===== config.mk =====
export PLATFORM = sky130hd
export DESIGN_NAME = sccd_counter
export DESIGN_NICKNAME = d
export VERILOG_FILES = /design/src/sccd_pkg.sv /design/src/sccd_counter.sv
export SDC_FILE = /design/constraint.sdc
export NUM_CORES = 1
export LEC_CHECK = 0
export BUFFER_PORTS_ARGS = -buffer_cell sky130_fd_sc_hd__buf_4
export CAP_MARGIN = 15
export CORE_MARGIN = 5
export CORE_UTILIZATION = 48
export DETAILED_ROUTE_END_ITERATION = 10
export GPL_TIMING_DRIVEN = 0
export PLACE_DENSITY = 0.85
export SLEW_MARGIN = 20
export SYNTH_ARGS = -nofsm -noshare
export SYNTH_HDL_FRONTEND = slang
export SYNTH_SLANG_ARGS = --single-unit

===== constraint.sdc =====
create_clock -name clk -period 2.5 [get_ports clk]
set_input_delay 0 -clock clk [delete_from_list [all_inputs] [get_ports clk]]
set_output_delay 0 -clock clk [all_outputs]
set_load 0.005 [all_outputs]

===== src/sccd_pkg.sv =====
// Purpose: constants for the serial clock counter and start/stop unit
// Assumes: byte addresses on an 8-bit register address port
// Notes:   status layout is shared by the status and interrupt registers
package sccd_pkg;

    // register byte addresses
    localparam logic [7:0] ADDR_STATUS   = 8'h28;
    localparam logic [7:0] ADDR_CTRL     = 8'h2C;
    localparam logic [7:0] ADDR_IRQ_STAT = 8'h30;
    localparam logic [7:0] ADDR_IRQ_MASK = 8'h34;

    // status and interrupt bit positions
    localparam int ST_CNT8  = 3;
    localparam int ST_CNT9  = 2;
    localparam int ST_START = 1;
    localparam int ST_BUSY  = 0;
    localparam int ST_W     = 4;

    // control bit positions
    localparam int CTRL_BUS_MODE   = 0;
    localparam int CTRL_THREE_WIRE = 1;
    localparam int CTRL_W          = 2;

    // reset values
    localparam logic [3:0] STATUS_RESET = 4'h0;
    localparam logic [1:0] CTRL_RESET   = 2'h0;

    // counter values
    localparam int         CNT_W     = 4;
    localparam logic [3:0] CNT_ZERO  = 4'h0;
    localparam logic [3:0] CNT_ONE   = 4'h1;
    localparam logic [3:0] CNT_EIGHT = 4'h8;
    localparam logic [3:0] CNT_NINE  = 4'h9;

endpackage


===== src/sccd_counter.sv =====
// Purpose: shift clock counter with start/stop detection for a serial port
// Assumes: pins are asynchronous; control strobes come from clk logic
// Notes:   counter value itself is hidden; only counts 8 and 9 are shown
//
// How it works
// - a wraparound counter tracks pulses on the selected shift clock pin
// - two-wire mode samples the two-wire pin, three-wire the other pin
// - pin level is observed directly, master or slave alike
// - counter holds still while the serial link is waiting
// - software sees the count only through the eight and nine flags
// - bus mode counts rising edges from zero, nine wraps to one
// - serial I/O mode counts falling edges, nine wraps to one
// - separate count-eight and count-nine flags, any role or direction
// - start and stop detection only works in two-wire bus mode
// - bus activity sets on start, held zero in serial I/O mode
// - bus mode clears counter on resets, clock stop, start, mode switch
// - I/O mode clears counter on resets, clock stop, wait write, switch
// - read-only status: count eight, count nine, start, activity
`timescale 1ns/10ps

module sccd_counter
#(
    parameter int ADDR_W = 8,
    parameter int DATA_W = 32
)
(
    // clock and reset
    input  wire logic              clk,
    input  wire logic              resetn,
    // register port
    input  wire logic [ADDR_W-1:0] reg_addr,
    input  wire logic [DATA_W-1:0] reg_wdata,
    input  wire logic              reg_wr,
    input  wire logic              reg_rd,
    output logic      [DATA_W-1:0] reg_rdata,
    // link pins
    input  wire logic              two_wire_clock_pin,
    input  wire logic              three_wire_clock_pin,
    input  wire logic              serial_data_pin,
    // neighbouring serial logic
    input  wire logic              wait_active,
    input  wire logic              clock_stop,
    input  wire logic              ce_reset,
    input  wire logic              wait_ctrl_write,
    output logic                   count_edge,
    // interrupt
    output logic                   irq
);

    // synchroniser chains, stage 0 is read only by stage 1
    logic [2:0] scl_sync;
    logic [2:0] sck_sync;
    logic [2:0] sda_sync;

    // software registers
    logic [sccd_pkg::CTRL_W-1:0] ctrl;
    logic [sccd_pkg::ST_W-1:0]   irq_stat;
    logic [sccd_pkg::ST_W-1:0]   irq_mask;

    // counter and flags
    logic [sccd_pkg::CNT_W-1:0]  count;
    logic                        start_seen_flag;
    logic                        bus_active_flag;

    // next values
    logic [sccd_pkg::CNT_W-1:0]  next_count;
    logic                        next_start_seen;
    logic                        next_bus_active;
    logic [sccd_pkg::ST_W-1:0]   next_irq_stat;
    logic [DATA_W-1:0]           next_rdata;

    // decoded wires
    wire logic bus_mode;
    wire logic three_wire;
    wire logic clk_now;
    wire logic clk_prev;
    wire logic clk_rise;
    wire logic clk_fall;
    wire logic scl_high;
    wire logic start_cond;
    wire logic stop_cond;
    wire logic sel_status;
    wire logic sel_ctrl;
    wire logic sel_irq_stat;
    wire logic sel_irq_mask;
    wire logic ctrl_wr;
    wire logic mode_switch;
    wire logic cnt_clear;
    wire logic hard_clear;
    wire logic count_eight_flag;
    wire logic count_nine_flag;
    wire logic [sccd_pkg::ST_W-1:0] serial_counter_status;
    wire logic [sccd_pkg::ST_W-1:0] events;
    wire logic [sccd_pkg::ST_W-1:0] w1c;

    // bring pins into the clk domain
    always_ff @(posedge clk or negedge resetn)
    begin
        if (!resetn)
        begin
            scl_sync <= 3'h0;
            sck_sync <= 3'h0;
            sda_sync <= 3'h0;
        end
        else
        begin
            scl_sync <= {scl_sync[1:0], two_wire_clock_pin};
            sck_sync <= {sck_sync[1:0], three_wire_clock_pin};
            sda_sync <= {sda_sync[1:0], serial_data_pin};
        end
    end

    // mode decode
    assign bus_mode   = ctrl[sccd_pkg::CTRL_BUS_MODE];
    assign three_wire = ctrl[sccd_pkg::CTRL_THREE_WIRE];

    // pick the shift clock pin; bus mode is always two-wire
    assign clk_now  = (!bus_mode && three_wire) ? sck_sync[1]
                                                : scl_sync[1];
    assign clk_prev = (!bus_mode && three_wire) ? sck_sync[2]
                                                : scl_sync[2];

    // edges of the pin level itself, so master and slave look the same
    assign clk_rise = clk_now && !clk_prev;
    assign clk_fall = !clk_now && clk_prev;

    // counting edge depends on mode, frozen while waiting
    assign count_edge = !wait_active
                        && (bus_mode ? clk_rise
                                     : clk_fall);

    // start: data falls while clock high; stop: data rises while high
    assign scl_high   = scl_sync[1] && scl_sync[2];
    assign start_cond = bus_mode && scl_high
                        && sda_sync[2] && !sda_sync[1];
    assign stop_cond  = bus_mode && scl_high
                        && !sda_sync[2] && sda_sync[1];

    // address decode
    assign sel_status   = (reg_addr == sccd_pkg::ADDR_STATUS);
    assign sel_ctrl     = (reg_addr == sccd_pkg::ADDR_CTRL);
    assign sel_irq_stat = (reg_addr == sccd_pkg::ADDR_IRQ_STAT);
    assign sel_irq_mask = (reg_addr == sccd_pkg::ADDR_IRQ_MASK);
    assign ctrl_wr      = reg_wr && sel_ctrl;

    // a write that flips the bus/IO selection counts as a switch
    assign mode_switch = ctrl_wr
                         && (reg_wdata[sccd_pkg::CTRL_BUS_MODE]
                             != bus_mode);

    // clock stop and chip-enable reset wipe the counter, start and activity flags
    assign hard_clear = clock_stop || ce_reset;

    // counter clear sources differ per mode
    assign cnt_clear = hard_clear || mode_switch
                       || (bus_mode ? start_cond
                                    : wait_ctrl_write);

    // wraparound count, clear wins over a coincident edge
    always_comb
    begin
        next_count = count;
        if (cnt_clear)
            next_count = sccd_pkg::CNT_ZERO;
        else if (count_edge)
        begin
            if (count == sccd_pkg::CNT_NINE)
                next_count = sccd_pkg::CNT_ONE;
            else
                next_count = count + sccd_pkg::CNT_ONE;
        end
    end

    // the count itself is never put on the bus
    assign count_eight_flag = (count == sccd_pkg::CNT_EIGHT);
    assign count_nine_flag  = (count == sccd_pkg::CNT_NINE);

    // start flag: set beats the clear at count nine
    always_comb
    begin
        next_start_seen = start_seen_flag;
        if (hard_clear)
            next_start_seen = 1'b0;
        else if (start_cond)
            next_start_seen = 1'b1;
        else if (bus_mode && clk_fall
                 && count == sccd_pkg::CNT_NINE)
            next_start_seen = 1'b0;
    end

    // bus activity follows start and stop, zero outside bus mode
    always_comb
    begin
        next_bus_active = bus_active_flag;
        if (hard_clear || !bus_mode)
            next_bus_active = 1'b0;
        else if (start_cond)
            next_bus_active = 1'b1;
        else if (stop_cond)
            next_bus_active = 1'b0;
    end

    // counter and flags
    always_ff @(posedge clk or negedge resetn)
    begin
        if (!resetn)
        begin
            count           <= sccd_pkg::CNT_ZERO;
            start_seen_flag <= 1'b0;
            bus_active_flag <= 1'b0;
        end
        else
        begin
            count           <= next_count;
            start_seen_flag <= next_start_seen;
            bus_active_flag <= next_bus_active;
        end
    end

    // read-only status word
    assign serial_counter_status = {count_eight_flag,
                                    count_nine_flag,
                                    start_seen_flag,
                                    bus_active_flag};

    // interrupt events share the status layout; stop sits on bit 0
    assign events[sccd_pkg::ST_CNT8]  = count_edge && !cnt_clear
                                 && next_count == sccd_pkg::CNT_EIGHT;
    assign events[sccd_pkg::ST_CNT9]  = count_edge && !cnt_clear
                                 && next_count == sccd_pkg::CNT_NINE;
    assign events[sccd_pkg::ST_START] = start_cond;
    assign events[sccd_pkg::ST_BUSY]  = stop_cond;

    // write one to clear, a new event in the same cycle survives
    assign w1c = (reg_wr && sel_irq_stat)
                 ? reg_wdata[sccd_pkg::ST_W-1:0]
                 : {sccd_pkg::ST_W{1'b0}};
    assign next_irq_stat = (irq_stat & ~w1c) | events;

    // software registers
    always_ff @(posedge clk or negedge resetn)
    begin
        if (!resetn)
        begin
            ctrl     <= sccd_pkg::CTRL_RESET;
            irq_stat <= sccd_pkg::STATUS_RESET;
            irq_mask <= sccd_pkg::STATUS_RESET;
        end
        else
        begin
            if (ctrl_wr)
                ctrl <= reg_wdata[sccd_pkg::CTRL_W-1:0];
            if (reg_wr && sel_irq_mask)
                irq_mask <= reg_wdata[sccd_pkg::ST_W-1:0];
            irq_stat <= next_irq_stat;
        end
    end

    // level interrupt while any unmasked event is pending
    assign irq = |(irq_stat & irq_mask);

    // read mux, unmapped addresses read zero
    always_comb
    begin
        next_rdata = {DATA_W{1'b0}};
        if (reg_rd)
        begin
            if (sel_status)
                next_rdata[sccd_pkg::ST_W-1:0] = serial_counter_status;
            else if (sel_ctrl)
                next_rdata[sccd_pkg::CTRL_W-1:0] = ctrl;
            else if (sel_irq_stat)
                next_rdata[sccd_pkg::ST_W-1:0] = irq_stat;
            else if (sel_irq_mask)
                next_rdata[sccd_pkg::ST_W-1:0] = irq_mask;
        end
    end

    // read data valid only in the cycle after the strobe
    always_ff @(posedge clk or negedge resetn)
    begin
        if (!resetn)
            reg_rdata <= {DATA_W{1'b0}};
        else
            reg_rdata <= next_rdata;
    end

endmodule


Word level (Yosys, flattened, before mapping)
Cells that the tools add are included.
{ "op_classes": {"eq_ne": 9, "div_mod_pow": 0, "muxes": 20, "mul": 0, "n_reduce_logical": 33, "n_shift": 0, "bitwise": 4, "addsub": 1, "order_cmp": 0} }
{ "op_table": {"columns": ["cell", "n"], "rows": [
  ["8-bit by 6-bit == test with 1-bit output (second input constant)", 4],
  ["4-bit 2-to-1 mux", 8],
  ["1-bit logical AND", 19],
  ["4-bit == test (second input constant)", 4],
  ["1-bit 2-to-1 mux", 10],
  ["4-bit bitwise AND", 2],
  ["1-bit logical NOT", 7],
  ["3-bit nonzero test", 2],
  ["4-bit by 1-bit adder with 4-bit output (second input constant)", 1],
  ["1-bit logical OR", 4],
  ["2-bit 2-to-1 mux", 2],
  ["4-bit NOT", 1],
  ["4-bit OR", 1],
  ["4-bit OR reduction", 1],
  ["1-bit inequality test", 1]
]} }
{ "totals": {"latchBits": 0, "inputBits": 51, "ff_bits": 29, "ram_bits": 0, "n_memories": 0, "out_inout_bits": 34, "rom_bits": 0, "elab_cells": 77} }

Longest topological paths before layout
{ "depth": {"word_depth": 12, "depth_mapped": 5, "ltp_nobuf": 4} }

Worst setup path before layout
No wires, ideal clock.
{ "synth_timing": {"path_type": "register -> register", "start": "reg count[1] (netlist name)", "end": "reg start_seen_flag", "n_path_buf": 0, "path_stages_with_launch": 5, "required_ns": 2.381, "arrival_ns": 1.477, "slack_ns": 0.903, "setup_time_ns": 0.119, "cell_sequence": "dfrtp_1 > or3b_2 > or4_1 > a21oi_1 > nor3_1"} }
{ "synth_between": {"elab_chain_len": 3} }
{ "synth_rtl": {"columns": ["item", "line_no", "rtl"], "rows": [
  ["start: declaration", "sccd_counter.sv:61", "logic [sccd_pkg::CNT_W-1:0] count;"],
  ["start signal: assignment", "sccd_counter.sv:208", "count <= sccd_pkg::CNT_ZERO;"],
  ["start signal: assignment", "sccd_counter.sv:214", "count <= next_count;"],
  ["4-bit == test", "sccd_counter.sv:187", "&& count == sccd_pkg::CNT_NINE)"],
  ["1-bit logical AND", "sccd_counter.sv:187", null],
  ["3-bit nonzero test (no line)", null, null],
  ["end signal: assignment", "sccd_counter.sv:215", "start_seen_flag <= next_start_seen;"],
  ["end: declaration", "sccd_counter.sv:62", "logic start_seen_flag;"]
]} }
No other way between the ends.
A chain may end at the register's enable or synchronous reset.

Worst setup path in the final report
Ends and elaborated chain as after synthesis.

==> metrics <==
first-iteration detailed-routing DRC count 63; r2r worst-path depth 5; Die ar. 0.00458 mm2; Final Skew 14.8 ps; Final #Nets 273; Startpoint Class flip-flop; CTS resizes 0; CTS Buffer Depth 2; drt via density 4.59; CP Depth 5; global-route wire length before repair 5050 um; later-pin clock latency in the skew report 320 ps; Slowest cell on crit path dlygate4sd3_1; # H-tree levels 2; Ant. Diodes 0; vias in the first global route between 1,000 and 1,500; Avg WL per Cell 11.9 um; FFs w/ async S/R, synth 100%; row count 21; Root Buffer Master clkbuf_4; most frequent cells in the layout buf_4 (55), dfrtp_1 (29), conb_1 (28), nor2_1 (14), dlygate4sd3_1 (14); DRC Markers 0; RSZ-0062 raised after global routing no; worst-margin pin slew 591 ps; register area 726 um2; die extent in x 67.7 um; Total GRT Usage 14.8%; Post-synth EDFFs 0; reg-to-reg setup timing slack 200 ps; Synth Register Bits 29; mapped cell area 0.00160 mm2; IO Port Bufs 27; FILL cells 250; CP arrival approximately 2500 ps; Post-DRT Antenna Nets 0; Final period util 92.1%; Sum Neg Setup Slack 0 ps; clk slew on worst S/H paths 100 ps; share of cells above drive strength 1 38.6%; final WL 3210 um; Setup Crit Path Kind reg2reg; CP Max Fanout 7; DP Worst Slack 783 ps; Num CTS Buffers 5; Lkg Pwr 1.10 nW; reg2reg start count[1]$_DFF_PN0_; sequential element share of the synthesized area around 45%; PD cells about 480 mW/mm2; Syn Inst Count 147; commonest non-fill, non-tap cell in the layout buf_4; Hold WC Path Type in2reg; boundary pin count 85; Final Slew Violations 0; Main synth FF type dfrtp_1; reg2reg end start_seen_flag$_DFFE_PN0P_; CP Capture Type flip-flop; Initial Util 48.6%; Overflow after GRT 0; syn avg cell area 10.9 um2; RD Place Congestion 0.802; DR vias 1,235; antenna violations before repair 0; Achievable Freq 0.434 GHz; crit-path cells or3b_2, or4_1, a21oi_1, nor3_1, dlygate4sd3_1; outcome completed; die height about 68 um; drt pass-1 iters 4; Worst Setup EP start_seen_flag$_DFFE_PN0P_; largest net degree at the start of global routing 30; worst setup margin 197 ps; min-delay src reg_addr[3]; Req. time, crit path ~2700 ps; minimum clock period 2300 ps; Yosys cell types just over 40; Ys Warns 0; Peak VDD IR 0.347 mV; CTS tree done; synthesis-to-finish area growth 37.0%; Hold Fails Final Rpt 0; WP buf/inv 1; Worst path max stage delay between 500 and 600 ps; crit-path leading delay family simple AND/OR/NAND/NOR gates; multi-input logic area between 700 and 800 um2; start point of the critical path count[1]$_DFF_PN0_; Worst slew margin 60.1%; hpwl dp 2390 um; Hold Path Depth 4; Core ar. about 0.0033 mm2; number of setup violations in the final report 0; CTS sink count 29; maxcap violations 0; post-CTS setup buffer count 0
## logic make-up after synthesis
group / count (synthesis) / synth area share, %
AND/OR/NAND/NOR: 46 / 18.7
buffers and inverters: 34 / 15.1
flip-flops: 29 / 45.5
AO/OA/AOI/OAI: 22 / 10.3
multiplexers: 13 / 9.02
XOR/XNOR: 2 / 1.10
other: 1 / 0.235
## flip-flops by register name, summed over array words and instances, names as in the netlist, 2 cells and up
signal and flops:
count 4, irq_mask 4, irq_stat 4, reg_rdata 4, sck_sync 3, scl_sync 3, sda_sync 3, ctrl 2
## layout make-up
type,instances,share of cell area (%)
plain buffers,30,10.4
clock buffers,6,2.35
flip-flops and latches,29,33.2
well taps,46,2.63
clock inverters,2,1.72
repair buffers,41,15.7
inverters,4,0.687
multi-input cells,111,33.4
## per-stage QoR
stage / std cells / utilization [%] / hold WS, ps / cell area [um2] / power (mW)
floorplan: 174 / - / -296 / 1700 / 0.580
global placement: 247 / 59.6 / -62.8 / 1960 / 0.627
detailed placement: 247 / 59.6 / -57.8 / 1960 / 0.630
CTS: 269 / 66.6 / 62.0 / 2190 / 1.05
global route: 269 / 66.6 / 62.2 / 2190 / 1.09
finish: 269 / 66.6 / 73.0 / 2190 / 1.04
## power breakdown
group          internal, mW  total, mW  switching (mW)
Combinational        0.0855      0.141          0.0554
Clock                 0.238      0.404           0.167
Sequential            0.484      0.497          0.0125
Total                 0.808       1.04           0.235
## how the worst min path moves through the flow
stage | to | slack (ps)
after detailed placement | count[3]$_DFF_PN0_ | -60
after global placement | count[3]$_DFF_PN0_ | -60
after CTS | reg_rdata[3]$_DFF_PN0_ | 60
after global routing | reg_rdata[3]$_DFF_PN0_ | 60
final | reg_rdata[3]$_DFF_PN0_ | 70
after floorplan | bus_active_flag$_DFFE_PN0P_ | -300
## Yosys cell counts (2+ instances only)
master    number  share of area [%]
buf_4         28                 13
a32oi_1        2                1.1
dfrtp_1       29                 45
inv_1          4               0.94
a22oi_1        4                1.9
a21oi_1        3               0.94
mux2i_1        2                1.3
nor3b_1        2               0.94
o21ai_0        3               0.94
nor2_1        14                3.3
nor3b_4        2                2.4
or4_1          2               0.94
nand2_1       11                2.6
and4bb_2       2                1.6
mux2_2        11                7.8
nor2b_1        2               0.78
nor3_1         2               0.63
## worst reg2reg max path, stage by stage (launching register included)
cell and delay [ps]:
dfrtp_1 440, or3b_2 530, or4_1 430, a21oi_1 180, nor3_1 50, dlygate4sd3_1 550
## routing by layer
layer  GRT usage (%)  part of all wire (%)
met5               0                     0
met4            6.84                   1.4
met3            4.49                   7.9
met2            23.9                    52
met1            18.0                    39
## repair_timing
| item | CTS | global route |
|---|---|---|
| endpoints found under the hold margin | 49 | 0 |
| endpoints found under the setup margin | 0 | 0 |
| hold buffers | 14 | 0 |
Note: power is estimated with default switching activity, not from simulation.
